==> config.mk <==
export PLATFORM = sky130hd
export DESIGN_NAME = wwdt_top
export DESIGN_NICKNAME = d
export VERILOG_FILES = /design/src/core/wwdt_pkg.sv /design/src/core/wwdt_top.sv
export SDC_FILE = /design/constraint.sdc
export NUM_CORES = 1
export LEC_CHECK = 0
export BUFFER_PORTS_ARGS = -buffer_cell sky130_fd_sc_hd__clkbuf_2
export CORE_UTILIZATION = 54
export DETAILED_ROUTE_END_ITERATION = 8
export GPL_ROUTABILITY_DRIVEN = 0
export GPL_TIMING_DRIVEN = 0
export PLACE_DENSITY = 0.78
export SLEW_MARGIN = 20
export SYNTH_ARGS = -nofsm -noshare
export SYNTH_HDL_FRONTEND = slang
export SYNTH_SLANG_ARGS = --single-unit
==> constraint.sdc <==
create_clock -name clk -period 2.6 [get_ports clk]
set_input_delay 0.39 -clock clk [delete_from_list [all_inputs] [get_ports clk]]
set_output_delay 0.39 -clock clk [all_outputs]
set_load 0.01 [all_outputs]
==> src/core/wwdt_pkg.sv <==
// constants, field layouts and carrier types of the windowed watchdog
package wwdt_pkg;
  // register offsets on the plain register port
  localparam logic [3:0] OFF_CTRL     = 4'h0;
  localparam logic [3:0] OFF_PERIOD   = 4'h1;
  localparam logic [3:0] OFF_WARN     = 4'h2;
  localparam logic [3:0] OFF_MASK_CLR = 4'h4;
  localparam logic [3:0] OFF_MASK_SET = 4'h5;
  localparam logic [3:0] OFF_FLAGS    = 4'h6;
  localparam logic [3:0] OFF_STATUS   = 4'h7;
  localparam logic [3:0] OFF_SERVICE  = 4'h8;
  // field positions
  localparam int CTRL_LOCK_BIT   = 7;
  localparam int CTRL_WEN_BIT    = 2;
  localparam int CTRL_EN_BIT     = 1;
  localparam int IRQ_EW_BIT      = 0;
  localparam int IRQ_SYNC_BIT    = 1;
  localparam int STATUS_BUSY_BIT = 7;
  localparam int CLOSED_LSB      = 4;
  // values
  localparam logic [7:0]  SERVICE_KEY     = 8'hA5;
  localparam logic [3:0]  PERIOD_CODE_MAX = 4'hB;
  localparam logic [15:0] PERIOD_BASE     = 16'h0008;
  localparam logic [1:0]  IRQ_RESET       = 2'h0;
  localparam logic [7:0]  RDATA_RESET     = 8'h00;

  // configuration held in the non-volatile user row
  typedef struct packed {
    logic       lock;
    logic       wen;
    logic       en;
    logic [3:0] closed_sel;
    logic [3:0] open_sel;
    logic [3:0] warn_off;
  } wwdt_nvm_type;

  // one write waiting to be carried into the count domain
  typedef struct packed {
    logic       valid;
    logic       is_key;
    logic [7:0] data;
  } wwdt_slot_type;

  typedef enum logic [1:0] {
    WWDT_IDLE   = 2'b00,
    WWDT_CLOSED = 2'b01,
    WWDT_OPEN   = 2'b11
  } wwdt_state_type;
endpackage

==> src/core/wwdt_top.sv <==
// windowed watchdog timer with register port and count-clock tick input
`timescale 1ns/1ps
module wwdt_top #(
  parameter int CNT_W = 16
) (
  input  wire logic                  clk,
  input  wire logic                  reset,
  input  wire wwdt_pkg::wwdt_nvm_type nvm_cfg,
  input  wire logic                  count_clock,
  input  wire logic [3:0]            addr,
  input  wire logic [7:0]            wr_data,
  input  wire logic                  wr_stb,
  input  wire logic                  rd_stb,
  output logic [7:0]                 rd_data,
  output logic                       irq,
  output logic                       sys_reset,
  output logic                       bus_stall
);
  // the counter must reach the longest period of 16384 ticks
  if (CNT_W < 15) begin : g_cnt_w_check
    $error("CNT_W must hold 16384");
  end

  // the longest period is 8 << 11, clamp reserved codes to that
  function automatic logic [CNT_W-1:0] period_len(input logic [3:0] code);
    logic [3:0] c;
    c = (code > wwdt_pkg::PERIOD_CODE_MAX) ? wwdt_pkg::PERIOD_CODE_MAX : code;
    return CNT_W'(wwdt_pkg::PERIOD_BASE << c);
  endfunction

  // count clock arrives from outside: three flops, agree on second and third
  logic [2:0] cc_sync_r;
  logic       cc_level_r;
  logic       tick_r;

  always_ff @(posedge clk) begin
    if (reset) begin
      cc_sync_r  <= 3'h0;
      cc_level_r <= 1'b0;
      tick_r     <= 1'b0;
    end else begin
      cc_sync_r <= {cc_sync_r[1:0], count_clock};
      tick_r    <= 1'b0;
      if (cc_sync_r[1] == cc_sync_r[2]) begin
        cc_level_r <= cc_sync_r[2];
        tick_r     <= cc_sync_r[2] & ~cc_level_r;
      end
    end
  end

  // host-visible copies: written values read back at once
  logic       en_h_r;
  logic       wen_h_r;
  logic       lock_h_r;
  logic [3:0] closed_sel_r;
  logic [3:0] open_sel_r;
  logic [3:0] warn_off_r;
  logic [1:0] mask_r;
  logic [1:0] flags_r;
  // count-domain effective control
  logic       run_en_r;
  logic       wen_r;
  logic       lock_r;

  logic wr_ctrl;
  logic wr_key;
  logic cfg_open;
  logic [7:0] ctrl_nxt;
  assign wr_ctrl  = wr_stb && (addr == wwdt_pkg::OFF_CTRL);
  assign wr_key   = wr_stb && (addr == wwdt_pkg::OFF_SERVICE);
  assign cfg_open = !en_h_r && !lock_h_r;

  always_comb begin
    ctrl_nxt = 8'h00;
    ctrl_nxt[wwdt_pkg::CTRL_EN_BIT]   = lock_h_r ? en_h_r : wr_data[wwdt_pkg::CTRL_EN_BIT];
    ctrl_nxt[wwdt_pkg::CTRL_WEN_BIT]  = (cfg_open || lock_h_r) ?
                                        wr_data[wwdt_pkg::CTRL_WEN_BIT] : wen_h_r;
    // lock is write-one only
    ctrl_nxt[wwdt_pkg::CTRL_LOCK_BIT] = lock_h_r | wr_data[wwdt_pkg::CTRL_LOCK_BIT];
  end

  always_ff @(posedge clk) begin
    if (reset) begin
      en_h_r       <= nvm_cfg.en;
      wen_h_r      <= nvm_cfg.wen;
      lock_h_r     <= nvm_cfg.lock;
      closed_sel_r <= nvm_cfg.closed_sel;
      open_sel_r   <= nvm_cfg.open_sel;
      warn_off_r   <= nvm_cfg.warn_off;
    end else begin
      if (wr_ctrl) begin
        en_h_r   <= ctrl_nxt[wwdt_pkg::CTRL_EN_BIT];
        wen_h_r  <= ctrl_nxt[wwdt_pkg::CTRL_WEN_BIT];
        lock_h_r <= ctrl_nxt[wwdt_pkg::CTRL_LOCK_BIT];
      end
      if (wr_stb && addr == wwdt_pkg::OFF_PERIOD && cfg_open) begin
        closed_sel_r <= wr_data[wwdt_pkg::CLOSED_LSB +: 4];
        open_sel_r   <= wr_data[3:0];
      end
      if (wr_stb && addr == wwdt_pkg::OFF_WARN && cfg_open) begin
        warn_off_r <= wr_data[3:0];
      end
    end
  end

  // interrupt enables, writable in every mode
  always_ff @(posedge clk) begin
    if (reset) begin
      mask_r <= wwdt_pkg::IRQ_RESET;
    end else if (wr_stb && addr == wwdt_pkg::OFF_MASK_SET) begin
      mask_r <= mask_r | wr_data[1:0];
    end else if (wr_stb && addr == wwdt_pkg::OFF_MASK_CLR) begin
      mask_r <= mask_r & ~wr_data[1:0];
    end
  end

  // two-slot queue towards the count domain, applied on count ticks
  wwdt_pkg::wwdt_slot_type slot0_r;
  wwdt_pkg::wwdt_slot_type slot1_r;
  wwdt_pkg::wwdt_slot_type new_slot;
  logic sync_wr;
  logic apply;

  // control and service writes are queued
  assign sync_wr  = wr_ctrl || wr_key;
  assign apply    = tick_r && slot0_r.valid;
  assign new_slot = '{valid: 1'b1, is_key: wr_key, data: wr_key ? wr_data : ctrl_nxt};

  always_ff @(posedge clk) begin
    if (reset) begin
      slot0_r <= '0;
      slot1_r <= '0;
    end else if (apply) begin
      // second access waits its turn, nothing lost
      slot0_r <= slot1_r.valid ? slot1_r : (sync_wr ? new_slot : '0);
      slot1_r <= (slot1_r.valid && sync_wr) ? new_slot : '0;
    end else if (sync_wr) begin
      if (!slot0_r.valid) begin
        slot0_r <= new_slot;
      end else if (!slot1_r.valid) begin
        slot1_r <= new_slot;
      end
    end
  end

  logic stall_r;
  // stall while a further access cannot be held
  always_ff @(posedge clk) begin
    if (reset) begin
      stall_r <= 1'b0;
    end else begin
      stall_r <= slot0_r.valid && (slot1_r.valid || (sync_wr && !apply));
    end
  end

  // timer core, advanced by count ticks
  wwdt_pkg::wwdt_state_type state_r;
  logic [CNT_W-1:0] cnt_r;
  logic             running;
  logic             key_ok;
  logic             svc;
  logic             svc_bad;
  logic             expire;
  logic             warn_hit;
  logic             open_start;
  logic             sysrst_r;

  assign running = run_en_r || lock_r;
  assign svc     = apply && slot0_r.is_key;
  assign key_ok  = slot0_r.data == wwdt_pkg::SERVICE_KEY;
  assign svc_bad = svc && (!key_ok || (running && state_r == wwdt_pkg::WWDT_CLOSED));
  assign expire  = tick_r && state_r == wwdt_pkg::WWDT_OPEN &&
                   (cnt_r + 1'b1) == period_len(open_sel_r);
  assign open_start = tick_r && state_r == wwdt_pkg::WWDT_CLOSED &&
                      (cnt_r + 1'b1) == period_len(closed_sel_r);
  // a later warn than timeout cannot fire
  assign warn_hit = tick_r && state_r == wwdt_pkg::WWDT_OPEN && !wen_r && !expire &&
                    (cnt_r + 1'b1) == period_len(warn_off_r);

  always_ff @(posedge clk) begin
    if (reset) begin
      run_en_r <= nvm_cfg.en;
      wen_r    <= nvm_cfg.wen;
      lock_r   <= nvm_cfg.lock;
    end else if (apply && !slot0_r.is_key) begin
      // enable takes effect in count domain
      run_en_r <= slot0_r.data[wwdt_pkg::CTRL_EN_BIT];
      wen_r    <= slot0_r.data[wwdt_pkg::CTRL_WEN_BIT];
      lock_r   <= lock_r | slot0_r.data[wwdt_pkg::CTRL_LOCK_BIT];
    end
  end

  always_ff @(posedge clk) begin
    if (reset) begin
      state_r <= wwdt_pkg::WWDT_IDLE;
      cnt_r   <= '0;
    end else if (!running) begin
      state_r <= wwdt_pkg::WWDT_IDLE;
      cnt_r   <= '0;
    end else if (state_r == wwdt_pkg::WWDT_IDLE || (svc && key_ok)) begin
      state_r <= wen_r ? wwdt_pkg::WWDT_CLOSED : wwdt_pkg::WWDT_OPEN;
      cnt_r   <= '0;
    end else if (open_start) begin
      state_r <= wwdt_pkg::WWDT_OPEN;
      cnt_r   <= '0;
    end else if (tick_r && !expire) begin
      cnt_r <= cnt_r + 1'b1;
    end
  end

  // system reset held until the chip reset comes back
  always_ff @(posedge clk) begin
    if (reset) begin
      sysrst_r <= 1'b0;
    end else if (svc_bad || (running && expire)) begin
      sysrst_r <= 1'b1;
    end
  end

  // pending flags: set wins over a same-cycle clear
  logic [1:0] flag_set;
  logic [1:0] flag_clr;
  always_comb begin
    flag_set = 2'h0;
    flag_set[wwdt_pkg::IRQ_EW_BIT]   = running && (warn_hit || (open_start && wen_r));
    flag_set[wwdt_pkg::IRQ_SYNC_BIT] = apply;
    flag_clr = (wr_stb && addr == wwdt_pkg::OFF_FLAGS) ? wr_data[1:0] : 2'h0;
  end

  always_ff @(posedge clk) begin
    if (reset) begin
      flags_r <= wwdt_pkg::IRQ_RESET;
    end else begin
      flags_r <= (flags_r & ~flag_clr) | flag_set;
    end
  end

  logic irq_r;
  always_ff @(posedge clk) begin
    if (reset) begin
      irq_r <= 1'b0;
    end else begin
      irq_r <= |(flags_r & mask_r);
    end
  end

  // read data stand one cycle after the strobe, zero otherwise
  logic [7:0] rd_nxt;
  logic [7:0] rd_data_r;
  always_comb begin
    rd_nxt = 8'h00;
    unique case (addr)
      wwdt_pkg::OFF_CTRL: begin
        rd_nxt[wwdt_pkg::CTRL_LOCK_BIT] = lock_h_r;
        rd_nxt[wwdt_pkg::CTRL_WEN_BIT]  = wen_h_r;
        rd_nxt[wwdt_pkg::CTRL_EN_BIT]   = en_h_r;
      end
      wwdt_pkg::OFF_PERIOD: rd_nxt = {closed_sel_r, open_sel_r};
      wwdt_pkg::OFF_WARN:   rd_nxt = {4'h0, warn_off_r};
      wwdt_pkg::OFF_MASK_CLR,
      wwdt_pkg::OFF_MASK_SET: rd_nxt = {6'h00, mask_r};
      wwdt_pkg::OFF_FLAGS:  rd_nxt = {6'h00, flags_r};
      wwdt_pkg::OFF_STATUS: rd_nxt[wwdt_pkg::STATUS_BUSY_BIT] = slot0_r.valid;
      default:              rd_nxt = 8'h00;
    endcase
  end

  always_ff @(posedge clk) begin
    if (reset) begin
      rd_data_r <= wwdt_pkg::RDATA_RESET;
    end else begin
      rd_data_r <= rd_stb ? rd_nxt : 8'h00;
    end
  end

  assign rd_data   = rd_data_r;
  assign irq       = irq_r;
  assign sys_reset = sysrst_r;
  assign bus_stall = stall_r;
endmodule

==> metrics.md, run 1 <==
| Metric | Value |
|---|---|
| First-pass GRT wire length | 23.9 mm |
| Critical Setup Path Class | flip-flop to flip-flop |
| Met2 wire length | approximately 7.6 mm |
| Primary FF master, synth | dfxtp_1 |
| Peak VDD IR | 0.359 mV |
| Total power draw | ~2.6 mW |
| Post-synthesis sequential area ratio | 34.8% |
| Top-count cell post-synth | a21oi_1 |
| Top Metal Used | met4 |
| CP max FO | 5 |
| DP Worst Slack | -0.588 ns |
| Pwr dens | approximately 400 nW/um2 |
| Vias | 5400 |
| Layout cell share with drive strength beyond 1 | 28.4% |
| CTS clk-pin slew, worst paths | 0.10 ns |
| Post-synthesis xor/xnor area fraction | under 10% |
| # rows | 34 |
| Synth top area cells | dfxtp_1 (24%), edfxtp_1 (11%), a21oi_1 (6.1%) |
| Mapped Avg Cell Area | slightly above 8 um2 |
| Post-Synth Adder-Cell Area | 0.512% |
| Largest net degree at the start of global routing | 15 |
| Fin crit period | 3.15 ns |
| Period Utilization, post-route | 121% |
| Post-synth top cells | a21oi_1 (60), dfxtp_1 (58), nor2_1 (57) |
| Routed Antenna Nets | 0 |
| RSZ-0062 raised after global routing | yes |
| Placeable core area | 8760 um2 |
| WP buf/inv | 5 |
| Max stage delay on crit path | 0.54 ns |
| Failing checks | setup timing |
| Drt initial violations | between 600 and 700 |
| Worst-Skew Late Latency | 0.37 ns |
| Crit path launch type | flip-flop |
| Max Slew Vio Count | 0 |
| # nets final | between 700 and 800 |
| CP top delay family | compound AO/OA/AOI/OAI gates |
| ANT cells | 0 |
| Overall global routing resource usage | 31.5% |
| Vias in the first global route | between 4000 and 5000 |
| Area Growth Syn to Fin | 30.5% |
| Largest family of logic cells by synthesized area | simple AND/OR/NAND/NOR gates |
| Num Clock Sinks | 76 |
| Clock skew | about 0.015 ns |
| Post-Synthesis Cells | between 600 and 700 |
| Leading area contributor after synthesis | dfxtp_1 |
| Crit-path cells | buf_6, nand4_1, buf_6, or4_4, and2_1, o211ai_1, o211ai_1, o41ai_4, buf_4, buf_12, buf_16, o21ai_1, a21oi_1 |
| Syn nets | between 600 and 700 |
| Die area | around 9400 um2 |
| Initial Util | a little under three fifths |
| Met1 Wirelength | about 6.2 mm |
| Post-layout util | between 70% and 80% |
| Worst path slowest cell | or4_4 |
| Drt total wl | approximately 16 mm |
| Worst-Margin Slew | between 0.9 and 1 ns |
| Vias/cell | ~6.6 |
| Fmax | about 320 MHz |
| Number of synthesized register bits | 76 |
| Leakage | between 2 and 2.5 nW |
| Endpoint class of the critical path | flip-flop |
| CTS root buf | clkbuf_8 |
| Final setup violation count | 19 |
| Number of synthesized flops with an enable pin | 18 |
| CTS buffer count | 9 |
| Placed Area | between 5000 and 6000 um2 |
| Gr ovfl total | 0 |
| Clock Path Buffers | 2 |
| Rel. slew slack | 37.9% |
| Ports | 43 |
| Simple-gate share of the synthesized area | 29.6% |
| Post-synthesis cell type count | 74 |
| Synthesis Warnings | 0 |
| DP HPWL | 9.83 mm |
| Initial antenna violation count | 0 |
| Hold WC Path Type | input port to flip-flop |
| MaxCap Viol Count | 0 |
| CTS tree | built |
| Die Ht | 97.2 um |
| Critical Path RT | ~2.9 ns |
| Final hold vios | 0 |
| Status | finished with violations |
| Compound-gate portion of the synthesized area | between 10% and 20% |
| Post-DR wirelength/cell | ~20 um |
| PortBufs | 38 |
| Mapped Area | 4890 um2 |
| Hold slack | 0.248 ns |
| Mux cell area share after synthesis | between 4 and 5% |
| Die Width | 97.2 um |
| H-tree Lvls | 3 |
| Final instance area | about 6400 um2 |
| WL met3 | 1.53 mm |
| Drt pass-1 iters | 6 |
| Final worst slack | -0.545 ns |
| FFs w/ async S/R, synth | 0% |
| CP arrival | approximately 3.4 ns |
| Hold_buf cts | 0 |
| Post-synth top area share | roughly a quarter |
| Number of remaining DRC errors | 0 |
through the flow:
step                      TNS, ns  cells
after floorplan                 0    607
after global placement      -9.20    753
after detailed placement   -10.01    753
after CTS                   -6.45    793
after global routing        -9.79    816
final                       -8.55    816
layer usage:
metal  up-vias  global-route usage [%]
met5         -                       0
met4         0                    12.6
met3        86                    5.90
met2       368                    50.6
met1      2539                    41.8
li1       2407                       -
sequential cells by signal (all words and copies together), names as in the netlist, 2 cells and up, named ones only:
register	cells
cc_sync_r	3
cnt_r	16
rd_data	8
slot0_r	10
open_sel_r	4
closed_sel_r	4
state_r	2
slot1_r	10
flags_r	2
warn_off_r	4
cell type report:
type / instances / area, um2
Buffer: 48 / 303
Clock buffer: 10 / 149
Clock inverter: 6 / 66.3
Fill cell: 624 / 2380
Inverter: 15 / 56.3
Multi-Input combinational cell: 466 / 3300
Sequential cell: 76 / 1730
Tap cell: 108 / 135
Timing Repair Buffer: 87 / 648
kinds of logic after synthesis:
logic type,Yosys count
xor+xnor,26
mux,20
compound gates,152
fa+ha+maj,2
simple gates,266
flops,76
buf+inv,65
power by group:
group | total (mW) | leakage, nW | switching [mW] | internal, mW
registers | 1.26 | 0.654 | 0.0233 | 1.24
logic | 0.332 | 1.69 | 0.212 | 0.120
clock network | 1.01 | 0.110 | 0.497 | 0.508
worst paths after layout:
check	slack [ns]	startpoint	depth (start not counted)	endpoint
min	0.25	count_clock	2	cc_sync_r[0]
max reg2reg	-0.55	cnt_r[11]	13	cnt_r[8]
min reg2reg	0.46	cc_sync_r[0]	1	cc_sync_r[1]
max	-0.55	cnt_r[11]	13	cnt_r[8]
what timing repair did:
| action | CTS | global route |
|---|---|---|
| buffers inserted | 21 | 26 |
| cloned | 3 | 0 |
| gates resized for setup | 58 | 52 |
| setup endpoints to repair | 19 | 21 |
| pin swaps | 12 | 32 |
cell usage in the layout, fill, tap and decap left out, drive strengths merged, types with 7 or more instances in the layout:
master / count
buf: 67
nand4: 17
xor2: 8
inv: 18
nand2: 51
and3: 7
a22oi: 8
mux2i: 15
nand3: 21
or3: 16
dfxtp: 58
o211ai: 8
edfxtp: 18
xnor2: 16
nor3: 25
nor3b: 7
nand2b: 13
and2: 7
clkbuf: 78
nor2b: 12
a21oi: 60
nor2: 57
o21ai: 26
No activity file was read; power rests on OpenSTA's default activity.
==> run 2: changes to the inputs <==
- GPL_TIMING_DRIVEN: 0 -> not set
==> run 2 against run 1 <==
  * The run still ends with setup timing left
  * First-iteration DRC count shrank 6.6%
  * Design area shrank 1.6%
  * Largest power group unchanged
  * Critical path depth shrank 3
  * Combinational power is essentially flat
==> metrics.md, run 2 (same netlist as run 1, synthesis figures left out) <==
| Metric | Value |
|---|---|
| DP HPWL | 10.8 mm |
| Critical Path RT | ~2.9 ns |
| Biggest register | cnt_r |
| Initial antenna violation count | 0 |
| CTS root buf | clkbuf_8 |
| Final setup violation count | 18 |
| Num Clock Sinks | 76 |
| MaxCap Viol Count | 0 |
| Final worst slack | -0.249 ns |
| Clock skew | roughly 0.0073 ns |
| CP max FO | 30 |
| Ports | 43 |
| CP dominant cell by count | or4_4 |
| Die Ht | between 90 and 100 um |
| Rel. slew slack | between 50% and 60% |
| Placeable core area | a little under 9000 um2 |
| Peak VDD IR | around 0.32 mV |
| RSZ-0062 raised after global routing | yes |
| Commonest non-fill, non-tap cells in the layout | buf_4 (92), nor2_1 (56), a21oi_1 (55) |
| Die area | about 9400 um2 |
| Final hold vios | 0 |
| Area of the multi-input gates | roughly 3100 um2 |
| Fin crit period | approximately 2.8 ns |
| FILL cells | 659 |
| First-pass GRT wire length | about 24 mm |
| Critical Setup Path Class | flip-flop to flip-flop |
| Endpoint class of the critical path | flip-flop |
| Failing checks | setup timing |
| ANT cells | 0 |
| Worst-Skew Late Latency | roughly 0.36 ns |
| Layout cell share with drive strength beyond 1 | between 30% and 40% |
| Number of remaining DRC errors | 0 |
| Post-DR wirelength/cell | approximately 19 um |
| Vias/cell | between 6 and 7 |
| CTS tree | built |
| # rows | 34 |
| CTS clk-pin slew, worst paths | 0.09 ns |
| CP arrival | 3.14 ns |
| # nets final | 742 |
| CTS buffer count | 9 |
| FF/Latch Area | between 1500 and 2000 um2 |
| Period Utilization, post-route | 110% |
| Crit path launch type | flip-flop |
| Fmax | approximately 350 MHz |
| Largest net degree at the start of global routing | 43 |
| Max reg flops | 16 |
| Overall global routing resource usage | around 32% |
| Drt total wl | around 15 mm |
| H-tree Lvls | 3 |
| DP Worst Slack | -0.353 ns |
| Hold slack | around 0.26 ns |
| PortBufs | between 40 and 50 |
| Clock Path Buffers | 2 |
| Worst-Margin Slew | ~0.65 ns |
| Routed Antenna Nets | 0 |
| Max Slew Vio Count | 0 |
| Worst path slowest cell | or4_4 |
| Area Growth Syn to Fin | 28.5% |
| Drt pass-1 iters | 6 |
| Max stage delay on crit path | around 0.57 ns |
| Crit-path cells | buf_4, nand4_1, or4_4, nand2_1, a21oi_1, a311oi_2, o41ai_4, buf_12, or4_4, a21oi_2 |
| Hold WC Path Type | input port to flip-flop |
| Status | finished with violations |
| Vias | 5252 |
| Most common cell after layout, fill and taps aside | buf_4 |
| Pwr dens | ~420 nW/um2 |
| Top Registers | cnt_r: 16 flops, slot0_r: 10 flops, slot1_r: 10 flops |
| Gr ovfl total | 0 |
| Drt initial violations | 623 |
| Die Width | around 97 um |
| Leakage | approximately 2.5 nW |
| Setup TNS | -2.76 ns |
| Total power draw | 2.67 mW |
| Vias in the first global route | 5082 |
| Initial Util | between 50% and 60% |
run 2: cell types whose count changed in the layout (fill, tap and decap cells not counted), moves of 4 or more:
cell	previous run	this run
buf_2	4	0
buf_4	42	92
buf_6	11	3
buf_8	4	0
clkbuf_1	24	0
o21ai_0	14	19
o21ai_2	6	0
run 2: routing by layer:
metal | GRT usage (%) | share of wire [%] | vias to the layer above
met2 | 52.0 | 47 | 320
li1 | - | - | 2409
met1 | 40.3 | 39 | 2450
met5 | 0 | 0 | -
met4 | 18.9 | 4.7 | 0
met3 | 6.04 | 9.8 | 73
run 2: per-stage QoR:
step / cell area (um2) / util [%] / instances
after global placement: 5800 / 66.2 / 796
after detailed placement: 5800 / 66.2 / 796
after floorplan: 4990 / - / 607
after CTS: 6170 / 70.4 / 817
final: 6280 / 71.7 / 821
after global routing: 6280 / 71.7 / 821
run 2: area by class of cell:
type,instances,area share [%]
well taps,108,2.15
flip-flops and latches,76,27.4
inverters,15,0.896
clock inverters,7,1.63
repair buffers,140,15.8
multi-input cells,466,50.1
clock buffers,9,1.97
run 2: what timing repair did:
| item | 4_1_cts | 5_1_grt |
|---|---|---|
| setup endpoints to repair | 19 | 19 |
| resized for setup | 27 | 17 |
| pin swaps | 9 | 10 |
| buffers inserted | 5 | 4 |
| hold buffers | 0 | 0 |
run 2: power breakdown:
group	leakage [nW]	switching (mW)	internal, mW
registers	0.653	0.0344	1.24
logic	1.71	0.195	0.134
clock network	0.117	0.505	0.556
run 2: path summary, 6_finish.rpt:
path | startpoint | to | slack [ns] | cells after the start
setup / recovery | cnt_r[9] | cnt_r[9] | -0.25 | 10
setup reg to reg | cnt_r[9] | cnt_r[9] | -0.25 | 10
hold / removal | count_clock | cc_sync_r[0] | 0.26 | 2
hold reg to reg | cc_sync_r[0] | cc_sync_r[1] | 0.46 | 1
run 2: critical path: cells and delay by family, from the launching register on:
kind / cells / cell delay, ns
AO/OA/AOI/OAI: 4 / 0.77
buffers and inverters: 2 / 0.32
flip-flops: 1 / 0.36
AND/OR/NAND/NOR: 4 / 1.33
